File: src/verilog/pcseq_consts.svh
`ifndef PCSEQ_CONSTS_SVH
`define PCSEQ_CONSTS_SVH

// ----------------------------------------------------------------
// Address geometry
// ----------------------------------------------------------------
`define PCSEQ_PC_W 13
`define PCSEQ_ADDR_W 14
`define PCSEQ_WORD_W 16
`define PCSEQ_PAGE_MSB 12
`define PCSEQ_PAGE_LSB 11
`define PCSEQ_CALL_MSB 10
`define PCSEQ_ENTRY_HI_MSB 6
`define PCSEQ_ENTRY_HI_LSB 4
`define PCSEQ_ENTRY_LO_MSB 3
`define PCSEQ_SEG_SYSTEM 1'b1
`define PCSEQ_SEG_USER 1'b0
`define PCSEQ_PAGE_ZERO 2'b00
`define PCSEQ_BLOCK_PAD 4'h0

// ----------------------------------------------------------------
// Reset values and counts
// ----------------------------------------------------------------
`define PCSEQ_PC_RST 13'h0000
`define PCSEQ_PC_ONE 13'h0001
`define PCSEQ_PC_LAST 13'h1fff
`define PCSEQ_IDX_RST 4'hf
`define PCSEQ_IDX_ONE 4'h1
`define PCSEQ_STACK_DEPTH 15

// ----------------------------------------------------------------
// Interrupt vectors
// ----------------------------------------------------------------
`define PCSEQ_IRQ_N 12
`define PCSEQ_VEC_TOP 4'hc

`endif

File: src/verilog/pcseq_pkg.sv
`include "pcseq_consts.svh"

package pcseq_pkg;
  typedef enum logic [3:0] {
    OP_OTHER,
    OP_JUMP_DIRECT,
    OP_JUMP_INDIRECT,
    OP_CALL_DIRECT,
    OP_CALL_INDIRECT,
    OP_TABLE_READ,
    OP_SYSTEM_ENTRY,
    OP_EXIT,
    OP_EXIT_SKIP,
    OP_INT_EXIT
  } pcseq_op_e;

  typedef enum logic {
    ST_RUN,
    ST_TABLE
  } pcseq_state_e;

  typedef logic [`PCSEQ_PC_W-1:0] pcseq_pc_t;

  typedef struct packed {
    logic segment_bit;
    pcseq_pc_t pc;
  } pcseq_addr_s;
endpackage

File: src/verilog/pcseq_link_if.sv
`include "pcseq_consts.svh"

interface pcseq_link_if;
  logic push;
  logic pop;
  logic clear;
  pcseq_pkg::pcseq_addr_s push_data;
  pcseq_pkg::pcseq_addr_s top_data;
  logic [3:0] stack_index;
  logic [`PCSEQ_IRQ_N-1:0] irq_pending;
  logic irq_any;
  logic [3:0] vector;

  modport seq (
    output push,
    output pop,
    output clear,
    output push_data,
    output irq_pending,
    input top_data,
    input stack_index,
    input irq_any,
    input vector
  );
  modport stk (
    input push,
    input pop,
    input clear,
    input push_data,
    output top_data,
    output stack_index
  );
  modport vec (
    input irq_pending,
    output irq_any,
    output vector
  );
endinterface

File: src/verilog/pcseq_top.sv
// Behaviour
// - Address is 13-bit counter plus segment bit
// - Counter bits 12:11 select one of four pages
// - Segment bit set by system entry, or loaded from pointer or stack slot
// - Direct jump never changes the segment
// - Indirect jump loads full address from pointer
// - Indirect call loads full address from pointer
// - Direct call targets page 0, current segment
// - Table read fetches pointer word into buffer
// - One instruction per 16-bit program word
// - Segment 1 starts at 2000H
// - System entry goes to segment 1 page 0
// - Entry operand: 3 block bits, 4 word bits
// - Returns reload address from selected stack slot
// - Other instructions increment, segment unchanged
// - Interrupt clears segment, loads source vector
// - Every reset source clears address to zero
// - External vectors 00CH then 00BH down 007H
// - Internal vectors 006H down to 001H
// - Increment wraps within segment, no carry out
// - Call or interrupt decrements index, then stores
// - Stack slot saves and restores segment bit
`include "pcseq_consts.svh"

module pcseq_top (
  input wire logic CLK,
  input wire logic RST_N,
  input wire logic SYS_RESET,
  input wire logic INSTR_VALID,
  input wire logic [3:0] INSTR_OP,
  input wire logic [`PCSEQ_PC_W-1:0] INSTR_OPERAND,
  input wire logic [`PCSEQ_ADDR_W-1:0] ADDR_PTR,
  input wire logic [`PCSEQ_WORD_W-1:0] ROM_DATA,
  input wire logic IRQ_ACCEPT,
  input wire logic [`PCSEQ_IRQ_N-1:0] IRQ_PENDING,
  output logic [`PCSEQ_ADDR_W-1:0] ROM_ADDR,
  output logic [`PCSEQ_WORD_W-1:0] DATA_BUF,
  output logic [3:0] STACK_INDEX,
  output logic IRQ_TAKEN,
  output logic BUSY
);
  // ----------------------------------------------------------------
  // State
  // ----------------------------------------------------------------
  typedef struct packed {
    pcseq_pkg::pcseq_state_e state;
    pcseq_pkg::pcseq_addr_s addr;
    pcseq_pkg::pcseq_addr_s ret;
    logic [`PCSEQ_WORD_W-1:0] data_buffer;
  } pcseq_top_s;

  pcseq_top_s q, d;
  pcseq_pkg::pcseq_op_e op;
  pcseq_pkg::pcseq_addr_s incr;
  pcseq_pkg::pcseq_addr_s ptr;
  logic running;
  logic take_irq;
  logic exec;

  pcseq_link_if lk ();

  // ----------------------------------------------------------------
  // Return stack and vector priority
  // ----------------------------------------------------------------
  pcseq_stack #(
    .DEPTH(`PCSEQ_STACK_DEPTH)
  ) u_stack (
    .clk(CLK),
    .rst_n(RST_N),
    .lk(lk.stk)
  );

  pcseq_vec u_vec (
    .lk(lk.vec)
  );

  // ----------------------------------------------------------------
  // Decode
  // ----------------------------------------------------------------
  assign op = pcseq_pkg::pcseq_op_e'(INSTR_OP);
  assign ptr = pcseq_pkg::pcseq_addr_s'(ADDR_PTR);
  assign running = (q.state == pcseq_pkg::ST_RUN) && !SYS_RESET;
  // Interrupt wins over the instruction presented in the same cycle
  assign take_irq = running && IRQ_ACCEPT && lk.irq_any;
  assign exec = running && !take_irq && INSTR_VALID;
  assign lk.irq_pending = IRQ_PENDING;

  // Segment bit never joins the carry chain
  assign incr.segment_bit = q.addr.segment_bit;
  assign incr.pc = q.addr.pc + `PCSEQ_PC_ONE;

  // ----------------------------------------------------------------
  // Next address
  // ----------------------------------------------------------------
  always_comb begin
    d = q;
    lk.push = 1'b0;
    lk.pop = 1'b0;
    lk.clear = 1'b0;
    lk.push_data = q.addr;
    if (SYS_RESET) begin
      d.state = pcseq_pkg::ST_RUN;
      d.addr.segment_bit = `PCSEQ_SEG_USER;
      d.addr.pc = `PCSEQ_PC_RST;
      lk.clear = 1'b1;
    end else begin
      case (q.state)
        pcseq_pkg::ST_TABLE: begin
          // Word at the pointer is on ROM_DATA now
          d.data_buffer = ROM_DATA;
          d.addr = q.ret;
          d.state = pcseq_pkg::ST_RUN;
        end
        default: begin
          if (take_irq) begin
            lk.push = 1'b1;
            lk.push_data = q.addr;
            d.addr.segment_bit = `PCSEQ_SEG_USER;
            d.addr.pc = pcseq_pkg::pcseq_pc_t'(lk.vector);
          end else if (exec) begin
            case (op)
              pcseq_pkg::OP_JUMP_DIRECT: begin
                d.addr.pc = INSTR_OPERAND;
              end
              pcseq_pkg::OP_JUMP_INDIRECT: begin
                d.addr = ptr;
              end
              pcseq_pkg::OP_CALL_DIRECT: begin
                lk.push = 1'b1;
                lk.push_data = incr;
                d.addr.pc = {`PCSEQ_PAGE_ZERO, INSTR_OPERAND[`PCSEQ_CALL_MSB:0]};
              end
              pcseq_pkg::OP_CALL_INDIRECT: begin
                lk.push = 1'b1;
                lk.push_data = incr;
                d.addr = ptr;
              end
              pcseq_pkg::OP_TABLE_READ: begin
                // Two cycles: fetch the constant, then resume after it
                d.ret = incr;
                d.addr = ptr;
                d.state = pcseq_pkg::ST_TABLE;
              end
              pcseq_pkg::OP_SYSTEM_ENTRY: begin
                lk.push = 1'b1;
                lk.push_data = incr;
                d.addr.segment_bit = `PCSEQ_SEG_SYSTEM;
                d.addr.pc = {`PCSEQ_PAGE_ZERO,
                             INSTR_OPERAND[`PCSEQ_ENTRY_HI_MSB:`PCSEQ_ENTRY_HI_LSB],
                             `PCSEQ_BLOCK_PAD,
                             INSTR_OPERAND[`PCSEQ_ENTRY_LO_MSB:0]};
              end
              pcseq_pkg::OP_EXIT, pcseq_pkg::OP_INT_EXIT: begin
                lk.pop = 1'b1;
                d.addr = lk.top_data;
              end
              pcseq_pkg::OP_EXIT_SKIP: begin
                lk.pop = 1'b1;
                d.addr.segment_bit = lk.top_data.segment_bit;
                d.addr.pc = lk.top_data.pc + `PCSEQ_PC_ONE;
              end
              default: begin
                d.addr = incr;
              end
            endcase
          end
        end
      endcase
    end
  end

  always_ff @(posedge CLK or negedge RST_N) begin
    if (!RST_N) begin
      q <= '0;
    end else begin
      q <= d;
    end
  end

  // ----------------------------------------------------------------
  // Outputs
  // ----------------------------------------------------------------
  // Bit 13 is the segment, so segment 1 starts at 2000H
  assign ROM_ADDR = q.addr;
  assign DATA_BUF = q.data_buffer;
  assign STACK_INDEX = lk.stack_index;
  assign IRQ_TAKEN = take_irq;
  assign BUSY = (q.state == pcseq_pkg::ST_TABLE);

  logic [`PCSEQ_PAGE_MSB:`PCSEQ_PAGE_LSB] page_now;
  assign page_now = ROM_ADDR[`PCSEQ_PAGE_MSB:`PCSEQ_PAGE_LSB];

  // ----------------------------------------------------------------
  // Reference order for vectors
  // ----------------------------------------------------------------
  // Upward scan, first hit kept, independent of the vector module's scan
  logic [3:0] vec_ref;
  always_comb begin
    vec_ref = 4'h0;
    for (int k = 0; k < `PCSEQ_IRQ_N; k++) begin
      if (IRQ_PENDING[k] && vec_ref == 4'h0) begin
        vec_ref = 4'(`PCSEQ_IRQ_N - k);
      end
    end
  end
endmodule

File: src/verilog/pcseq_vec.sv
`include "pcseq_consts.svh"

module pcseq_vec (
  pcseq_link_if.vec lk
);
  // Downward scan: the lowest set index is seen last and wins
  always_comb begin
    lk.irq_any = 1'b0;
    lk.vector = 4'h0;
    for (int i = `PCSEQ_IRQ_N - 1; i >= 0; i--) begin
      if (lk.irq_pending[i]) begin
        lk.irq_any = 1'b1;
        lk.vector = 4'(int'(`PCSEQ_VEC_TOP) - i);
      end
    end
  end
endmodule

File: src/verilog/pcseq_stack.sv
`include "pcseq_consts.svh"

module pcseq_stack #(
  parameter int DEPTH = `PCSEQ_STACK_DEPTH
) (
  input wire logic clk,
  input wire logic rst_n,
  pcseq_link_if.stk lk
);
  typedef struct packed {
    logic [3:0] idx;
    pcseq_pkg::pcseq_addr_s [DEPTH-1:0] slot;
  } pcseq_stk_s;

  pcseq_stk_s q, d;

  // Index 15 has no slot behind it and reads as zero
  assign lk.top_data = (32'(q.idx) < DEPTH) ? q.slot[q.idx] : '0;
  assign lk.stack_index = q.idx;

  always_comb begin
    d = q;
    if (lk.clear) begin
      d.idx = `PCSEQ_IDX_RST;
    end else if (lk.push) begin
      d.idx = q.idx - `PCSEQ_IDX_ONE;
      if (32'(d.idx) < DEPTH) begin
        d.slot[d.idx] = lk.push_data;
      end
    end else if (lk.pop) begin
      d.idx = q.idx + `PCSEQ_IDX_ONE;
    end
  end

  always_ff @(posedge clk or negedge rst_n) begin
    if (!rst_n) begin
      q <= '{idx: `PCSEQ_IDX_RST, slot: '0};
    end else begin
      q <= d;
    end
  end
endmodule

File: config.mk
export PLATFORM = sky130hd
export DESIGN_NAME = pcseq_top
export DESIGN_NICKNAME = d
export VERILOG_FILES = /design/src/verilog/pcseq_pkg.sv /design/src/verilog/pcseq_link_if.sv /design/src/verilog/pcseq_top.sv /design/src/verilog/pcseq_vec.sv /design/src/verilog/pcseq_stack.sv
export VERILOG_INCLUDE_DIRS = /design/src /design/src/verilog
export SDC_FILE = /design/constraint.sdc
export NUM_CORES = 1
export LEC_CHECK = 0
export ABC_CLOCK_PERIOD_IN_PS = 3700
export BUFFER_PORTS_ARGS = -buffer_cell sky130_fd_sc_hd__buf_2
export CORE_ASPECT_RATIO = 1.2
export CORE_UTILIZATION = 55
export DETAILED_ROUTE_END_ITERATION = 10
export HOLD_SLACK_MARGIN = 0.12
export PLACE_DENSITY = 0.75
export RECOVER_POWER = 50
export SLEW_MARGIN = 0
export SYNTH_ARGS = -nofsm -noshare
export SYNTH_HDL_FRONTEND = slang
export SYNTH_SLANG_ARGS = --single-unit
File: constraint.sdc
create_clock -name CLK -period 3.7 [get_ports CLK]
set_clock_uncertainty 0.15 [all_clocks]
set_input_delay 0.185 -clock CLK [delete_from_list [all_inputs] [get_ports CLK]]
set_output_delay 0.185 -clock CLK [all_outputs]
set_load 0.02 [all_outputs]
==> flow_metrics.py <==
metrics = {
    "drt": {
        "vias": 10800,
        "ant_nets": 0,
        "finalWirelength_um": 36400,
        "via_per_inst": 6.07,
        "drt_pass1_iterations": 7,
        "drcViolationCount": 0,
        "routedWlPerCell_um": 20.4,
        "drt-initial-drc-count": 792,
    },
    "setup_path": {
        "startpoint_type": "flop",
        "rr_endpoint": "ROM_ADDR[4]",
        "end_kind": "flop",
        "critPathMaxFanout": 19,
        "reg2regPathDepth": 10,
        "r2r_setup_slack_ps": 160,
        "cp.arrival_ps": 3810,
        "crit_type": "flop to flop",
        "crit_required_ps": 3970,
        "rr_startpoint": "u_stack.lk.stack_index[0]",
    },
    "synth": {
        "syn_nets": 1447,
        "netlist_area_um2": 13500,
        "yosys-top-cells-area": "dfrtp_1, mux4_2, o21ai_0",
        "synth.distinct_cells": 69,
        "synthArstFlopShare_pct": 100,
        "synth_edf_count": 0,
        "synth_area_leader_cell": "dfrtp_1",
        "syn_avg_cell_area_um2": 9.81,
        "seq_area_frac_synth_pct": 48.1,
        "synth_cells": 1375,
        "yosys_warnings": 0,
        "synth_flop_cell": "dfrtp_1",
        "synth-seq-cells": 259,
        "synth_top_area_share_pct": 47.3,
    },
    "floorplan": {
        "boundaryPins": 100,
        "dieArea_um2": 25200,
        "die_h_um": 174,
        "core_um2": 24000,
        "start_util_pct": 56.3,
        "die_width_um": 145,
        "rows": 62,
    },
    "min_path": {
        "whs_path_depth": 4,
        "hold_path.class": "primary input to flop",
        "worstHoldStart": "IRQ_PENDING[3]",
        "hold_path_end": "ROM_ADDR[1]",
    },
    "clock_network": {
        "htreeDepth": 1,
        "clk_path_buf_depth": 3,
        "tritoncts": "built",
        "cts.reportedPaths.clkPinSlew_ps": 70,
        "cts_sinks": 259,
        "cts_buffers": 25,
        "insertion_delay_ps": 530,
        "cts_root_buffer": "clkbuf_16",
    },
    "grt": {
        "grt_first_pass_wirelength_um": 58600,
        "grt_max_degree": 125,
        "grt_pass1_vias": 10700,
        "antenna_found_initial": 0,
        "grt.total_usage_pct": 29.5,
        "globalRouteOverflowTotal": 0,
    },
    "cells_and_area": {
        "final_cell_area_um2": 15200,
        "layout.nets": 1520,
        "final_cell_mix": "dfrtp_1, nand2_1, nor2_1, o21ai_0, a21oi_1",
        "syn2layout_area_growth_pct": 13.0,
        "final_common_cell": "dfrtp_1",
        "final_cells": 1787,
        "drive_gt1_share_pct": 19.6,
        "antenna_cells": 0,
    },
    "timing": {
        "finalCritPeriodShare_pct": 95.8,
        "rsz0062_at_grt": "false",
        "finalCriticalPeriod_ps": 3540,
        "setup_tns_ps": 0,
        "slew_headroom_pct": -88.8,
        "finalMaxSlewViolations": 124,
        "setup_viol": 0,
        "finalHoldViolations": 0,
        "whs_ps": 148,
        "max_slew.worst_pin.slew_ps": 2830,
        "fmax_mhz": 282,
    },
    "status": {
        "violations": "capacitance limit, slew limit",
        "status": "finished, violations left",
    },
    "power_and_ir_drop": {
        "p_leak_nw": 6.84,
        "vdd_ir_drop_max_v": 0.000294,
        "powerDensity_nw_per_um2": 591,
        "p_total_mw": 9.00,
    },
    "run": {
        "maxCapViolCount": 1,
    },
    "placement": {
        "place_inst": 1711,
        "io_buffers": 99,
        "place_area_um2": 14100,
        "gp_congestion": 0.933,
        "dpl.hpwl_um": 24400,
    },
}
## cell type report
| class | count | area (um2) |
|---|---|---|
| Clock inverter | 13 | 204 |
| Inverter | 36 | 135 |
| Tap cell | 320 | 400 |
| Fill cell | 1847 | 8730 |
| Timing Repair Buffer | 181 | 1220 |
| Clock buffer | 33 | 696 |
| Sequential cell | 259 | 6490 |
| Multi-Input combinational cell | 945 | 6100 |
## repair_timing
action / CTS / global route
resized for setup: 0 / 0
hold buffers: 29 / 0
setup buffers: 0 / 1
setup endpoints to repair: 0 / 3
endpoints found under the hold margin: 144 / 0
## sequential cells by signal (all words and copies together) (netlist names)
signal                  flops
q                          14
DATA_BUF                   16
u_stack.q                 210
BUSY                        1
u_stack.lk.stack_index      4
ROM_ADDR                   14
## kinds of logic (layout without fill, tap and decap cells)
| group | Yosys count | count (layout) | synth area share, % |
|---|---|---|---|
| flops | 259 | 259 | 48.1 |
| simple gates | 401 | 401 | 13.0 |
| compound gates | 396 | 396 | 17.9 |
| fa+ha+maj | 8 | 8 | 0.742 |
| mux | 110 | 110 | 11.6 |
| buf+inv | 171 | 263 | 6.77 |
| xor+xnor | 30 | 30 | 1.95 |
## worst max path at each step
stage	start	endpoint	slack, ps
floorplan	u_stack.lk.stack_index[1]	ROM_ADDR[10]	470
global placement	u_stack.lk.stack_index[0]	ROM_ADDR[9]	250
detailed placement	u_stack.lk.stack_index[0]	ROM_ADDR[9]	140
CTS	u_stack.lk.stack_index[0]	ROM_ADDR[4]	70
global route	u_stack.lk.stack_index[0]	ROM_ADDR[4]	10
finish	u_stack.lk.stack_index[0]	ROM_ADDR[4]	160
## layer usage
| layer | global-route usage [%] | wire length [um] | vias up |
|---|---|---|---|
| met2 | 49.4 | 17800 | 454 |
| li1 | - | - | 4971 |
| met5 | 0 | 0 | - |
| met4 | 14.3 | 1670 | 0 |
| met1 | 38.4 | 14500 | 5318 |
| met3 | 3.53 | 2490 | 106 |
## power by group
group	leakage, nW	internal, mW	switching, mW
clock	0.441	1.68	1.11
combinational	2.97	1.01	1.34
sequential	3.43	3.47	0.399
## through the flow
stage | util, % | setup WS [ps]
detailed placement | 58.7 | 138
floorplan | - | 471
global placement | 58.7 | 250
global route | 63.6 | 11.9
CTS | 63.7 | 74.1
finish | 63.6 | 157
## critical path, cell delays in order, from the launching register on
cell           delay (ps)
dfstp_4               850
mux4_2                550
a22o_1                230
a21oi_1               270
nor2_1                130
ha_1                  240
nand3_1               100
nor3_1                 60
a21oi_1               190
a31oi_1               100
dlygate4sd3_1         560
## cells in the mapped netlist, drive strengths merged (3+ instances only)
master	number
a211oi	7
a21o	3
a21oi	147
a221o	4
a221oi	9
a222oi	5
a22oi	15
a31oi	5
and2	9
and3	10
buf	91
clkbuf	44
dfrtp	255
dfstp	4
ha	8
inv	34
mux2	35
mux2i	41
mux4	34
nand2	179
nand2b	9
nand3	15
nand3b	4
nand4	4
nor2	134
nor2b	9
nor3	12
nor4	6
o21a	5
o21ai	146
o221ai	17
o22a	5
o22ai	11
or3	3
or4	4
xnor2	16
xor2	14
No activity file was read; power rests on OpenSTA's default activity.
